File: src/rtl/vhr_cfg.svh
// register map, field positions and reset values of the header remapper
`ifndef VHR_CFG_SVH
`define VHR_CFG_SVH
// ****************************************************************
// register offsets
// ****************************************************************
`define VHR_A_VC_OVR 16'h0314
`define VHR_A_DT_OVR_HI 16'h0316
`define VHR_A_DT_OVR_LO 16'h0317
`define VHR_A_BPP_OVR 16'h0319
`define VHR_A_OVR_EN 16'h031d
`define VHR_A_LANE_VCX 16'h044a
`define VHR_A_MAP_EN_LO 16'h044b
`define VHR_A_MAP_EN_HI 16'h044c
`define VHR_A_MAP_FIRST 16'h044d
`define VHR_A_MAP_LAST 16'h046c
`define VHR_A_EXT_FIRST 16'h0510
`define VHR_A_EXT_LAST 16'h051f
// ****************************************************************
// field positions
// ****************************************************************
`define VHR_VC_OVR_MSB 7
`define VHR_VC_OVR_LSB 4
`define VHR_DT_HI_MSB 7
`define VHR_DT_HI_LSB 6
`define VHR_DT_LO_MSB 3
`define VHR_DT_LO_LSB 0
`define VHR_BPP_MSB 4
`define VHR_BPP_LSB 0
`define VHR_OVR_EN_BIT 7
`define VHR_LANE_MSB 7
`define VHR_LANE_LSB 6
`define VHR_VCX_BIT 4
`define VHR_MAP_VC_MSB 7
`define VHR_MAP_VC_LSB 6
`define VHR_MAP_DT_MSB 5
`define VHR_MAP_DT_LSB 0
`define VHR_EXT_SRC_MSB 6
`define VHR_EXT_SRC_LSB 5
`define VHR_EXT_DST_MSB 3
`define VHR_EXT_DST_LSB 2
// ****************************************************************
// reset values
// ****************************************************************
`define VHR_RST_BYTE 8'h00
`define VHR_RST_LANE 2'h3
`define VHR_RST_MAP_EN 16'h0000
`endif

File: src/rtl/vhr_pkg.sv
// types shared by the header remapper files
package vhr_pkg;
   typedef logic [5:0] vhr_dt_t;
   typedef logic [3:0] vhr_vc_t;
   typedef logic [4:0] vhr_bpp_t;
   typedef logic [7:0] vhr_byte_t;
   typedef logic [15:0] vhr_addr_t;
endpackage

File: src/rtl/vhr_skid_buf.sv
// two-entry buffer with valid and ready on both sides
module vhr_skid_buf
   import vhr_pkg::*;
#(
   parameter int W = 8
)
(
   input wire logic i_sys_clk,
   input wire logic i_rst,
   input wire logic i_in_valid,
   output logic o_in_ready,
   input wire logic [W-1:0] i_in_data,
   output logic o_out_valid,
   input wire logic i_out_ready,
   output logic [W-1:0] o_out_data
);
   logic skid_valid;
   logic [W-1:0] skid_data;
   // ****************************************************************
   // next state of head and spare entry
   // ****************************************************************
   wire in_fire = i_in_valid && o_in_ready;
   wire load_out = !o_out_valid || i_out_ready;
   wire next_out_valid = load_out ? (skid_valid || in_fire) : 1'b1;
   wire [W-1:0] next_out_data = !load_out ? o_out_data :
                                (skid_valid ? skid_data : i_in_data);
   wire next_skid_valid = !load_out && (skid_valid || in_fire);
   wire [W-1:0] next_skid_data = (in_fire && !load_out) ? i_in_data
                                                         : skid_data;
   // head register, spare register and registered ready
   always_ff @(posedge i_sys_clk)
   begin
      if (i_rst)
      begin
         o_out_valid <= 1'b0;
         o_out_data <= '0;
         skid_valid <= 1'b0;
         skid_data <= '0;
         o_in_ready <= 1'b0;
      end
      else
      begin
         o_out_valid <= next_out_valid;
         o_out_data <= (in_fire || skid_valid) ? next_out_data : o_out_data;
         skid_valid <= next_skid_valid;
         skid_data <= next_skid_data;
         o_in_ready <= !next_skid_valid;
      end
   end
   // ****************************************************************
   // checks
   // ****************************************************************
   a_buf_hold_stall: assert property (@(posedge i_sys_clk) disable iff (i_rst)
      o_out_valid && !i_out_ready |=> o_out_valid && $stable(o_out_data))
      else $error("head word changed while stalled");
   a_buf_full_stop: assert property (@(posedge i_sys_clk) disable iff (i_rst)
      skid_valid |-> !o_in_ready)
      else $error("ready high with both entries full");
endmodule

File: src/rtl/vhr_remap.sv
// video header override and virtual channel remapping stage
`include "vhr_cfg.svh"
module vhr_remap
   import vhr_pkg::*;
#(
   parameter int DATA_W = 32,
   parameter int MAP_N = 16
)
(
   input wire logic i_sys_clk,
   input wire logic i_rst,
   // register port
   input wire logic [15:0] i_reg_addr,
   input wire logic i_reg_wr,
   input wire logic [7:0] i_reg_wdata,
   input wire logic i_reg_rd,
   output logic [7:0] o_reg_rdata,
   output logic o_reg_rvalid,
   // stream from the video pipe
   input wire logic i_pix_valid,
   output logic o_pix_ready,
   input wire logic [5:0] i_pix_dt,
   input wire logic [3:0] i_pix_vc,
   input wire logic [4:0] i_pix_bpp,
   input wire logic [DATA_W-1:0] i_pix_data,
   // stream to the output controller
   output logic o_csi_valid,
   input wire logic i_csi_ready,
   output logic [5:0] o_csi_dt,
   output logic [3:0] o_csi_vc,
   output logic [4:0] o_csi_bpp,
   output logic [DATA_W-1:0] o_csi_data,
   // status
   output logic o_channel_extension_enable,
   output logic [1:0] o_lane_count
);
   localparam int HW = 6 + 4 + 5;
   localparam int BW = HW + DATA_W;

   // ****************************************************************
   // configuration storage
   // ****************************************************************
   vhr_vc_t override_channel_field;
   logic [1:0] dt_hi;
   logic [3:0] dt_lo;
   vhr_bpp_t override_bpp_field;
   logic header_override_enable;
   logic channel_extension_enable;
   logic [1:0] lane_count;
   logic [MAP_N-1:0] map_en;
   vhr_byte_t mapping_source_entry [MAP_N];
   vhr_byte_t mapping_dest_entry [MAP_N];
   vhr_byte_t ext_entry [MAP_N];

   // ****************************************************************
   // address decode
   // ****************************************************************
   wire sel_vc = i_reg_addr == `VHR_A_VC_OVR;
   wire sel_dt_hi = i_reg_addr == `VHR_A_DT_OVR_HI;
   wire sel_dt_lo = i_reg_addr == `VHR_A_DT_OVR_LO;
   wire sel_bpp = i_reg_addr == `VHR_A_BPP_OVR;
   wire sel_en = i_reg_addr == `VHR_A_OVR_EN;
   wire sel_lane = i_reg_addr == `VHR_A_LANE_VCX;
   wire sel_men_lo = i_reg_addr == `VHR_A_MAP_EN_LO;
   wire sel_men_hi = i_reg_addr == `VHR_A_MAP_EN_HI;
   wire sel_map = (i_reg_addr >= `VHR_A_MAP_FIRST) &&
                  (i_reg_addr <= `VHR_A_MAP_LAST);
   wire sel_ext = (i_reg_addr >= `VHR_A_EXT_FIRST) &&
                  (i_reg_addr <= `VHR_A_EXT_LAST);
   wire [15:0] map_off = i_reg_addr - `VHR_A_MAP_FIRST;
   wire [3:0] map_idx = map_off[4:1]; // two bytes per entry
   wire map_is_dst = map_off[0];
   wire [15:0] ext_off = i_reg_addr - `VHR_A_EXT_FIRST;
   wire [3:0] ext_idx = ext_off[3:0];

   // ****************************************************************
   // register writes
   // ****************************************************************
   // scalar control registers, documented bits only
   always_ff @(posedge i_sys_clk)
   begin
      if (i_rst)
      begin
         override_channel_field <= '0;
         dt_hi <= '0;
         dt_lo <= '0;
         override_bpp_field <= '0;
         header_override_enable <= 1'b0;
         channel_extension_enable <= 1'b0;
         lane_count <= `VHR_RST_LANE;
         map_en <= `VHR_RST_MAP_EN;
      end
      else if (i_reg_wr)
      begin
         if (sel_vc)
            override_channel_field <=
               i_reg_wdata[`VHR_VC_OVR_MSB:`VHR_VC_OVR_LSB];
         if (sel_dt_hi)
            dt_hi <= i_reg_wdata[`VHR_DT_HI_MSB:`VHR_DT_HI_LSB];
         if (sel_dt_lo)
            dt_lo <= i_reg_wdata[`VHR_DT_LO_MSB:`VHR_DT_LO_LSB];
         if (sel_bpp)
            override_bpp_field <=
               i_reg_wdata[`VHR_BPP_MSB:`VHR_BPP_LSB];
         if (sel_en)
            header_override_enable <= i_reg_wdata[`VHR_OVR_EN_BIT];
         if (sel_lane)
         begin
            lane_count <= i_reg_wdata[`VHR_LANE_MSB:`VHR_LANE_LSB];
            channel_extension_enable <= i_reg_wdata[`VHR_VCX_BIT];
         end
         if (sel_men_lo)
            map_en[7:0] <= i_reg_wdata;
         if (sel_men_hi)
            map_en[15:8] <= i_reg_wdata;
      end
   end

   // mapping and extension tables, indexed by entry
   always_ff @(posedge i_sys_clk)
   begin
      if (i_rst)
      begin
         for (int k = 0; k < MAP_N; k++)
         begin
            mapping_source_entry[k] <= `VHR_RST_BYTE;
            mapping_dest_entry[k] <= `VHR_RST_BYTE;
            ext_entry[k] <= `VHR_RST_BYTE;
         end
      end
      else if (i_reg_wr)
      begin
         if (sel_map && !map_is_dst)
            mapping_source_entry[map_idx] <= i_reg_wdata;
         if (sel_map && map_is_dst)
            mapping_dest_entry[map_idx] <= i_reg_wdata;
         if (sel_ext)
            ext_entry[ext_idx] <= {i_reg_wdata[7:2], 2'h0};
      end
   end

   // ****************************************************************
   // register reads
   // ****************************************************************
   // read data assembled from the selected register, zero when unmapped
   wire [7:0] rd_map = map_is_dst ? mapping_dest_entry[map_idx]
                                  : mapping_source_entry[map_idx];
   wire [7:0] next_rdata =
      sel_vc ? {override_channel_field, 4'h0} :
      sel_dt_hi ? {dt_hi, 6'h00} :
      sel_dt_lo ? {4'h0, dt_lo} :
      sel_bpp ? {3'h0, override_bpp_field} :
      sel_en ? {header_override_enable, 7'h00} :
      sel_lane ? {lane_count, 1'b0, channel_extension_enable, 4'h0} :
      sel_men_lo ? map_en[7:0] :
      sel_men_hi ? map_en[15:8] :
      sel_map ? rd_map :
      sel_ext ? ext_entry[ext_idx] : 8'h00;

   // read answer one edge after the strobe
   always_ff @(posedge i_sys_clk)
   begin
      if (i_rst)
      begin
         o_reg_rdata <= 8'h00;
         o_reg_rvalid <= 1'b0;
      end
      else
      begin
         o_reg_rvalid <= i_reg_rd;
         o_reg_rdata <= i_reg_rd ? next_rdata : o_reg_rdata;
      end
   end

   // ****************************************************************
   // software override stage
   // ****************************************************************
   // replace the pipe header only while the enable bit is set
   wire [5:0] ov_dt = header_override_enable ? {dt_hi, dt_lo}
                                             : i_pix_dt;
   wire [3:0] ov_vc = header_override_enable ? override_channel_field
                                             : i_pix_vc;
   wire [4:0] ov_bpp = header_override_enable ? override_bpp_field
                                              : i_pix_bpp;

   // ****************************************************************
   // mapping stage
   // ****************************************************************
   // per entry: wide source channel, wide destination channel, match
   logic [MAP_N-1:0] hit;
   logic [3:0] src_vc [MAP_N];
   logic [3:0] dst_vc [MAP_N];
   for (genvar g = 0; g < MAP_N; g++)
   begin : g_entry
      assign src_vc[g] = channel_extension_enable ?
         {ext_entry[g][`VHR_EXT_SRC_MSB:`VHR_EXT_SRC_LSB],
          mapping_source_entry[g][`VHR_MAP_VC_MSB:`VHR_MAP_VC_LSB]} :
         {2'h0, mapping_source_entry[g][`VHR_MAP_VC_MSB:`VHR_MAP_VC_LSB]};
      assign dst_vc[g] = channel_extension_enable ?
         {ext_entry[g][`VHR_EXT_DST_MSB:`VHR_EXT_DST_LSB],
          mapping_dest_entry[g][`VHR_MAP_VC_MSB:`VHR_MAP_VC_LSB]} :
         {2'h0, mapping_dest_entry[g][`VHR_MAP_VC_MSB:`VHR_MAP_VC_LSB]};
      // low bits from the entry, high bits from extension, or zero with extension off
      assign hit[g] = map_en[g] &&
         (mapping_source_entry[g][`VHR_MAP_DT_MSB:`VHR_MAP_DT_LSB]
          == ov_dt) &&
         (src_vc[g] == (channel_extension_enable ? ov_vc
                                                 : {2'h0, ov_vc[1:0]}));
   end

   // lowest numbered matching entry wins
   logic any_hit;
   logic [3:0] hit_idx;
   always_comb
   begin
      any_hit = 1'b0;
      hit_idx = 4'h0;
      for (int k = MAP_N - 1; k >= 0; k--)
      begin
         if (hit[k])
         begin
            any_hit = 1'b1;
            hit_idx = 4'(k);
         end
      end
   end

   // rewritten header; unmatched words keep the override stage header, channel cut to its low two bits with extension off
   wire [3:0] narrow_vc = channel_extension_enable ? ov_vc
                                                   : {2'h0, ov_vc[1:0]};
   wire [5:0] map_dt = any_hit ?
      mapping_dest_entry[hit_idx][`VHR_MAP_DT_MSB:`VHR_MAP_DT_LSB]
      : ov_dt;
   wire [3:0] map_vc = any_hit ? dst_vc[hit_idx] : narrow_vc;

   // ****************************************************************
   // output buffer
   // ****************************************************************
   wire [BW-1:0] buf_out;
   vhr_skid_buf #(.W(BW)) u_buf (
      .i_sys_clk(i_sys_clk),
      .i_rst(i_rst),
      .i_in_valid(i_pix_valid),
      .o_in_ready(o_pix_ready),
      .i_in_data({map_dt, map_vc, ov_bpp, i_pix_data}),
      .o_out_valid(o_csi_valid),
      .i_out_ready(i_csi_ready),
      .o_out_data(buf_out)
   );
   // fields of the buffered word
   assign o_csi_dt = buf_out[BW-1 -: 6];
   assign o_csi_vc = buf_out[BW-7 -: 4];
   assign o_csi_bpp = buf_out[BW-11 -: 5];
   assign o_csi_data = buf_out[DATA_W-1:0];
   assign o_channel_extension_enable = channel_extension_enable;
   assign o_lane_count = lane_count;

   // ****************************************************************
   // checks
   // ****************************************************************
   a_vcx_reset_off: assert property (
      @(posedge i_sys_clk) i_rst |=> !channel_extension_enable)
      else $error("extension not off after reset");
   a_vcx_write_bit: assert property (
      @(posedge i_sys_clk) disable iff (i_rst)
      i_reg_wr && sel_lane |=>
         channel_extension_enable == $past(i_reg_wdata[`VHR_VCX_BIT]))
      else $error("extension bit not taken from write");
   a_ext_wide_vc: assert property (
      @(posedge i_sys_clk) disable iff (i_rst)
      channel_extension_enable && any_hit |->
         map_vc == {ext_entry[hit_idx][`VHR_EXT_DST_MSB:`VHR_EXT_DST_LSB],
            mapping_dest_entry[hit_idx][`VHR_MAP_VC_MSB:`VHR_MAP_VC_LSB]})
      else $error("wide channel not built from entry and extension");
   a_narrow_vc_off: assert property (
      @(posedge i_sys_clk) disable iff (i_rst)
      !channel_extension_enable |-> map_vc[3:2] == 2'h0)
      else $error("wide channel bits used with extension off");
   a_ovr_applied: assert property (
      @(posedge i_sys_clk) disable iff (i_rst)
      header_override_enable && i_pix_valid && o_pix_ready && !o_csi_valid
      |=> o_csi_bpp == $past(override_bpp_field))
      else $error("override values not applied");
   a_ovr_pass: assert property (
      @(posedge i_sys_clk) disable iff (i_rst)
      !header_override_enable && i_pix_valid && o_pix_ready && !o_csi_valid
      |=> o_csi_bpp == $past(i_pix_bpp) && o_csi_data == $past(i_pix_data))
      else $error("header altered with override off");
   a_ovr_header_out: assert property (
      @(posedge i_sys_clk) disable iff (i_rst)
      header_override_enable && channel_extension_enable && !any_hit &&
         i_pix_valid && o_pix_ready && !o_csi_valid
      |=> o_csi_dt == $past({dt_hi, dt_lo}) &&
         o_csi_vc == $past(override_channel_field))
      else $error("override header not carried to output");
   a_pass_header_out: assert property (
      @(posedge i_sys_clk) disable iff (i_rst)
      !header_override_enable && channel_extension_enable && !any_hit &&
         i_pix_valid && o_pix_ready && !o_csi_valid
      |=> o_csi_dt == $past(i_pix_dt) && o_csi_vc == $past(i_pix_vc))
      else $error("pipe header not passed with override off");
   a_dt_split_hi: assert property (
      @(posedge i_sys_clk) disable iff (i_rst)
      i_reg_wr && sel_dt_hi |=>
         dt_hi == $past(i_reg_wdata[`VHR_DT_HI_MSB:`VHR_DT_HI_LSB]))
      else $error("data type high bits not stored");
   a_ext_readback: assert property (
      @(posedge i_sys_clk) disable iff (i_rst)
      i_reg_rd && sel_ext |=> o_reg_rvalid && o_reg_rdata[1:0] == 2'h0)
      else $error("extension register read wrong");
   a_vc_field_wr: assert property (
      @(posedge i_sys_clk) disable iff (i_rst)
      i_reg_wr && sel_vc ##1 !i_reg_wr [*2] |->
         override_channel_field ==
            $past(i_reg_wdata[`VHR_VC_OVR_MSB:`VHR_VC_OVR_LSB], 2))
      else $error("override channel not held");
   a_vc_field_rd: assert property (
      @(posedge i_sys_clk) disable iff (i_rst)
      i_reg_rd && sel_vc |=>
         o_reg_rvalid && o_reg_rdata == {$past(override_channel_field), 4'h0})
      else $error("override channel read back wrong");
   // destination type of the matched entry, for the output check
   wire [5:0] hit_dst_dt =
      mapping_dest_entry[hit_idx][`VHR_MAP_DT_MSB:`VHR_MAP_DT_LSB];
   a_map_dt_out: assert property (
      @(posedge i_sys_clk) disable iff (i_rst)
      any_hit && i_pix_valid && o_pix_ready && !o_csi_valid |=>
         o_csi_dt == $past(hit_dst_dt))
      else $error("matched entry type not on output");
endmodule

File: config.mk
export PLATFORM = sky130hd
export DESIGN_NAME = vhr_remap
export DESIGN_NICKNAME = d
export VERILOG_FILES = /design/src/rtl/vhr_pkg.sv /design/src/rtl/vhr_skid_buf.sv /design/src/rtl/vhr_remap.sv
export VERILOG_INCLUDE_DIRS = /design/src /design/src/rtl
export SDC_FILE = /design/constraint.sdc
export NUM_CORES = 1
export LEC_CHECK = 0
export BUFFER_PORTS_ARGS = -buffer_cell sky130_fd_sc_hd__buf_4
export CAP_MARGIN = 20
export CORE_ASPECT_RATIO = 0.5
export CORE_MARGIN = 1.5
export CORE_UTILIZATION = 45
export CTS_BUF_LIST = sky130_fd_sc_hd__clkbuf_16
export DETAILED_ROUTE_END_ITERATION = 10
export GPL_TIMING_DRIVEN = 0
export PLACE_DENSITY_LB_ADDON = 0.3
export SETUP_SLACK_MARGIN = 0.3
export SLEW_MARGIN = 20
export SYNTH_ARGS = -nofsm -noshare
export SYNTH_HDL_FRONTEND = slang
export SYNTH_SLANG_ARGS = --single-unit
File: constraint.sdc
create_clock -name i_sys_clk -period 7.7 [get_ports i_sys_clk]
set_input_delay 1.54 -clock i_sys_clk [delete_from_list [all_inputs] [get_ports i_sys_clk]]
set_output_delay 1.54 -clock i_sys_clk [all_outputs]
set_load 0.005 [all_outputs]
Yosys cells after proc, flatten, opt, wreduce, memory -nomap -nowiden
Memories as Yosys holds them, arrays and structs flattened.
Cells that the tools add are included.
- register bits after elaboration: 141
- latch bits: 0
- RAM bits: 352
- bits in read-only memories: 0
- input port bits: 77
- memories kept: 3
- memory list (memory ; words ; bits a word ; rd ports ; clocked after memory_dff ; wr ports ; line ; text):
    mapping_dest_entry ; 16 ; 8 ; 18 ; 0 ; 16 ; vhr_remap.sv:52 ; vhr_byte_t mapping_dest_entry [MAP_N];
    mapping_source_entry ; 16 ; 8 ; 17 ; 0 ; 16 ; vhr_remap.sv:51 ; vhr_byte_t mapping_source_entry [MAP_N];
    ext_entry ; 16 ; 6 ; 17 ; 0 ; 16 ; vhr_remap.sv:53 ; vhr_byte_t ext_entry [MAP_N];
- $add $sub $neg: 2
- $mul: 0
- div/mod/pow operators: 0
- order comparisons: 5
- equal/unequal tests: 40
- shift-type cells: 0
- muxes and demuxes: 109
- bitwise logic cells: 1
- reduce and logical (&&, ||, !) cells: 57
- operators by type and width (kind ; count):
    two-way mux 4 bit ; 56
    two-way mux 8 bit ; 13
    == test 6 bit ; 16
    == test 16 x 10 -> 1 bit (second input constant) ; 5
    == test 4 bit ; 16
    == test 16 x 11 -> 1 bit (second input constant) ; 3
    two-way mux 47 bit ; 1
    logical AND 1 bit ; 39
    two-way mux 1 bit ; 34
    greater-or-equal comparator 16 x 11 -> 1 bit (second input constant) ; 2
    less-or-equal comparator 16 x 11 -> 1 bit (second input constant) ; 2
    two-way mux 6 bit ; 3
    AND reduction 2 bit ; 9
    binary-select mux 4 bit (select 4 bit) ; 1
    OR reduction 8 bit ; 2
    OR reduction 6 bit ; 1
    greater-or-equal comparator 5 bit (second input constant) ; 1
    two-way mux 5 bit ; 1
    NOT 4 -> 5 bit ; 1
    subtractor 5 x 4 -> 5 bit (second input constant) ; 1
    zero test 1 bit ; 4
    subtractor 4 x 1 -> 4 bit (second input constant) ; 1
    logical OR 1 bit ; 2

Longest topological paths before layout
- depth after elaboration: 26
- depth in mapped cells: 18
- gate-level depth less buffers: 13

Hierarchy
From an unflattened synthesis, not the netlist that was laid out.
- cells, all modules: 2281
- area total of the unflattened synthesis: 26829.5 um^2
- modules (own cells, without submodules) (module ; instances ; cells an instance ; area each (um^2) ; seq. area each (um^2)):
    vhr_remap ; 1 ; 1849 ; 22793.1 ; 11451.0
    vhr_skid_buf ; 1 ; 432 ; 4036.4 ; 1941.9

Worst setup path after synthesis
OpenSTA, ideal clock, no wires.
- path kind: input to register
- start: input i_reg_addr[0]
- end: register o_reg_rdata[0]
- setup time: 0.128 ns
- arrival time: 6.236 ns
- data required time: 7.572 ns
- slack: 1.336 ns
- stages: 17
- buffers on the path: 6
- path through: clkbuf_1 > clkbuf_1 > inv_2 > ha_1 > clkbuf_1 > xnor2_1 > buf_2 > buf_2 > clkbuf_1 > mux4_2 > mux4_2 > mux2i_1 > nor3_1 > a221oi_1 > o21ai_0 > a21oi_1 > nor2_1
- longest elaborated chain between the ends: 12
- elaborated cells on any way between the ends: 24
- classes of those cells: add/sub: 1; order compare: 2; eq/ne: 8; mux: 10; reduce/logical: 1; memory: 2
- RTL lines (item ; line ; text):
    start: declaration ; vhr_remap.sv:13 ; input wire logic [15:0] i_reg_addr,
    subtractor 5 x 4 -> 5 bit (no line) ; n/a ;
    memory read (16 x 8 bit), on equally long branches ; n/a ;
    two-way mux 8 bit ; vhr_remap.sv:146 ; wire [7:0] rd_map = map_is_dst ? mapping_dest_entry[map_idx]
    two-way mux 8 bit ; vhr_remap.sv:157 ; sel_map ? rd_map :
    two-way mux 8 bit ; vhr_remap.sv:156 ; sel_men_hi ? map_en[15:8] :
    two-way mux 8 bit ; vhr_remap.sv:155 ; sel_men_lo ? map_en[7:0] :
    two-way mux 8 bit ; vhr_remap.sv:154 ; sel_lane ? {lane_count, 1'b0, channel_extension_enable, 4'h0} :
    two-way mux 8 bit ; vhr_remap.sv:153 ; sel_en ? {header_override_enable, 7'h00} :
    two-way mux 8 bit ; vhr_remap.sv:152 ; sel_bpp ? {3'h0, override_bpp_field} :
    two-way mux 8 bit ; vhr_remap.sv:151 ; sel_dt_lo ? {4'h0, dt_lo} :
    two-way mux 8 bit ; vhr_remap.sv:150 ; sel_dt_hi ? {dt_hi, 6'h00} :
    two-way mux 8 bit * ; vhr_remap.sv:149 ; sel_vc ? {override_channel_field, 4'h0} :
    end signal: assignment ; vhr_remap.sv:171 ; o_reg_rdata <= i_reg_rd ? next_rdata : o_reg_rdata;
    end: declaration ; vhr_remap.sv:17 ; output logic [7:0] o_reg_rdata,
Mark *: on every way between the ends. The rest lies on a longest branch, timed or not.
A chain may end at the register's enable or synchronous reset.

Worst setup path after layout
- start: input i_reg_addr[1]
- end: register o_reg_rdata[1]
The elaborated chain is that of the path after synthesis.

==> impl_results.md <==
- Hold depth: 2
- CP most frequent cell: buf_2
- Initial cell density of the core: 45.8%
- Cell Pwr Density: 209 nW/µm²
- # rows: 62
- Die area: 60,200 µm²
- Cells after Synth: 2,281
- Reg2Reg Setup Slack: 1.79 ns
- Period minus WS final: 7.17 ns
- Worst-skew pair later-pin latency: 0.59 ns
- Worst R2R Path Depth: 15
- Port Buffers: 131
- Core Util, Final: 52.1%
- RSZ-0062 raised after global routing: false
- Setup bufs post-CTS: 0
- Pins Over Slew Limit: 0
- Die Y: 174 µm
- Clock skew: 0.0226 ns
- CP Cell Sequence: buf_4 -> clkbuf_1 -> clkbuf_2 -> inv_1 -> ha_1 -> clkbuf_1 -> xnor2_2 -> buf_6 -> buf_6 -> buf_2 -> buf_2 -> buf_2 -> mux4_2 -> mux4_2 -> mux2i_1 -> nor3_1 -> a221oi_1 -> o21ai_0 -> a21oi_1 -> nor2_1
- Root Buffer Master: clkbuf_16
- Post-DR wirelength/cell: 29.0 µm
- Drt total wl: 95.0 mm
- Pre-antenna DRT Iters: 5
- Share of cells above drive strength 1: 17.2%
- Synthesized flop and latch total: 493
- Yosys top cell by area: edfxtp_1
- Ys async rst share: 0%
- Depth of the CTS H-tree: 2
- Slew headroom: 18.5%
- Arr. time, crit path: 7.62 ns
- Status: complete, no violations
- Worst Setup End Kind: flip-flop
- Peak Freq: 0.139 GHz
- Critical Path RT: 8.14 ns
- Largest net degree at the start of global routing: 16
- Final setup vio count: 0
- Leading cell type in the layout, fill and taps excluded: and2_1
- Iter 0 DRT Violations: 2,963
- Worst R2R End: u_buf.o_out_data[45]
- Area of the multi-input gates: 12,200 µm²
- Routed vias/inst: 6.17
- CTS Buf Count: 46
- CTS Buffer Depth: 3
- Die Wd: 345 µm
- Slowest cell on crit path: xnor2_2
- HP Class: flip-flop to flip-flop
- Filler cells: 5,041
- Synth-to-layout area growth: 13.8%
- Fin. Hold Viols: 0
- Initial antenna violation count: 2
- Post-synth net total: 2,362
- Detail Route Antenna Nets: 0
- I/O pin cnt: 138
- DP HPWL: 72.2 mm
- MaxCap Viol Count: 0
- Cell area after layout: 30,000 µm²
- Routed via count: 20,200
- Reg area: 13,400 µm²
- Final clock period utilization by the worst path: 93.2%
- Crit-path max cell delay: 0.57 ns
- Startpoint type of the worst setup path: primary input
- Mapped Area: 26,400 µm²
- Core area: 57,600 µm²
- Top-area cell type share of the netlist area: 40.1%
- Setup CP Type: primary input to flip-flop
- CP Max Fanout: 10
- Sink Count: 493
- Post-synthesis cell type count: 68
- Most frequent cells in the layout: and2_1, edfxtp_1, nand2_1, buf_4, dfxtp_1
- Grt ovf: 0
- NumNets Final: 2,547
- Hold worst-path end: u_buf.skid_data[13]
- Synthesized area per cell: 11.6 µm²
- Area post-placement: 28,400 µm²
- EDFF count, synth: 352
- Tot GR Track Use: 31.3%
- Maximum VDD drop: 0.165 mV
- Sequential-to-total area share from yosys stat: 50.8%
- Largest cells by area after synthesis: edfxtp_1, dfxtp_1, mux4_2
- First-pass GRT wire length: 136 mm
- Worst-margin pin slew: 1.22 ns
- RePlAce Congestion: 1.04
- Clock-pin slew on the worst setup and hold paths: 0.07 ns
- Pleak: 10.1 nW
- CTS tree: built
- Vias in the first global route: 19,200
- Min-delay src: u_buf.skid_data[13]
- Reg2reg start: header_override_enable
- Most common flop cell mapped by yosys: edfxtp_1
- DRC Markers: 0
- Total Power: 6.26 mW
- Syn. warnings: 0
worst max-delay path: cells and delay by family:
| family | cells | cell delay [ns] |
|---|---|---|
| XOR/XNOR | 1 | 0.57 |
| buffers and inverters | 10 | 3.11 |
| AO/OA/AOI/OAI | 3 | 0.75 |
| multiplexers | 3 | 1.28 |
| adder cells (fa/ha/maj) | 1 | 0.19 |
| AND/OR/NAND/NOR | 2 | 0.13 |
where the power goes:
group | switching [mW] | internal (mW) | total, mW
sequential | 0.0935 | 2.95 | 3.05
combinational | 0.477 | 0.318 | 0.795
clock | 1.06 | 1.36 | 2.42
through the flow:
| stage | TNS (ns) | hold WS, ns | setup WS [ns] | cells |
|---|---|---|---|---|
| after CTS | 0 | 0.456 | 0.329 | 3268 |
| after global placement | -531.10 | 0.441 | -2.27 | 3180 |
| after detailed placement | -130.95 | 0.447 | -0.902 | 3186 |
| after floorplan | 0 | 0.436 | 1.34 | 2281 |
| after global routing | 0 | 0.468 | 0.386 | 3268 |
| final | 0 | 0.454 | 0.525 | 3273 |
synthesized netlist by cell type, types with 5 or more instances:
cell	number
nand3_1	47
a211oi_1	52
buf_2	17
inv_1	13
buf_6	8
xnor2_1	127
nand4_1	21
and3_1	5
mux2i_4	10
mux2_2	28
or3_1	6
buf_1	13
a21oi_1	93
nand2b_1	11
nand2_1	181
a311oi_1	14
o21ai_0	77
dfxtp_1	141
and4_1	7
mux4_2	110
o211ai_1	13
edfxtp_1	352
or2_2	11
and2_1	372
nor2_1	137
clkbuf_1	113
nor3_1	34
o22a_1	6
mux2i_1	113
nor4_1	23
xor2_1	35
a22oi_1	5
nor2b_1	8
buf_4	12
area by class of cell:
cell class	instances	area share, %
sequential	493	44.6
multi-input combinational	1609	40.8
clock buffer	51	4.25
timing repair buffer	138	3.47
tap	768	3.20
buffer	164	2.53
clock inverter	31	0.930
inverter	14	0.175
antenna	5	0.0417
layer usage:
metal	GRT usage (%)	routed length (µm)
met5	0	0
met4	12.6	4230
met3	10.0	13000
met2	45.9	39900
met1	42.9	38000
what timing repair did:
action	4_1_cts	5_1_grt
resized for setup	8	8
hold buffers	0	0
pin swaps	0	0
endpoints found under the setup margin	195	122
worst max path at each step:
stage	start	to	slack (ns)	depth (start not counted)
floorplan	i_reg_addr[0]	o_reg_rdata[0]	1.34	17
global placement	i_reg_addr[0]	mapping_dest_entry[14][2]	-2.27	12
detailed placement	i_reg_addr[0]	mapping_dest_entry[4][1]	-0.90	11
CTS	i_reg_addr[0]	mapping_dest_entry[0][7]	0.33	11
global route	i_reg_addr[1]	o_reg_rdata[0]	0.39	20
finish	i_reg_addr[1]	o_reg_rdata[1]	0.53	20
kinds of logic after synthesis:
group	share of synthesized area [%]
DFF	50.8
and+or+nand+nor	17.6
xor gates and xnor gates	5.38
muxes	15.7
adders and majority gates	0.190
buffers and inverters	3.04
AOI/OAI and AO/OA	7.35
registers in the layout, summed over array words and instances, names as in the netlist, 2 cells and up:
| register | flops |
|---|---|
| mapping_dest_entry | 128 |
| mapping_source_entry | 128 |
| ext_entry | 96 |
| u_buf.o_out_data | 47 |
| u_buf.skid_data | 47 |
| map_en | 16 |
| o_reg_rdata | 8 |
| override_bpp_field | 5 |
| dt_lo | 4 |
| override_channel_field | 4 |
| dt_hi | 2 |
| o_lane_count | 2 |
Power figures use the tool's default switching activity.
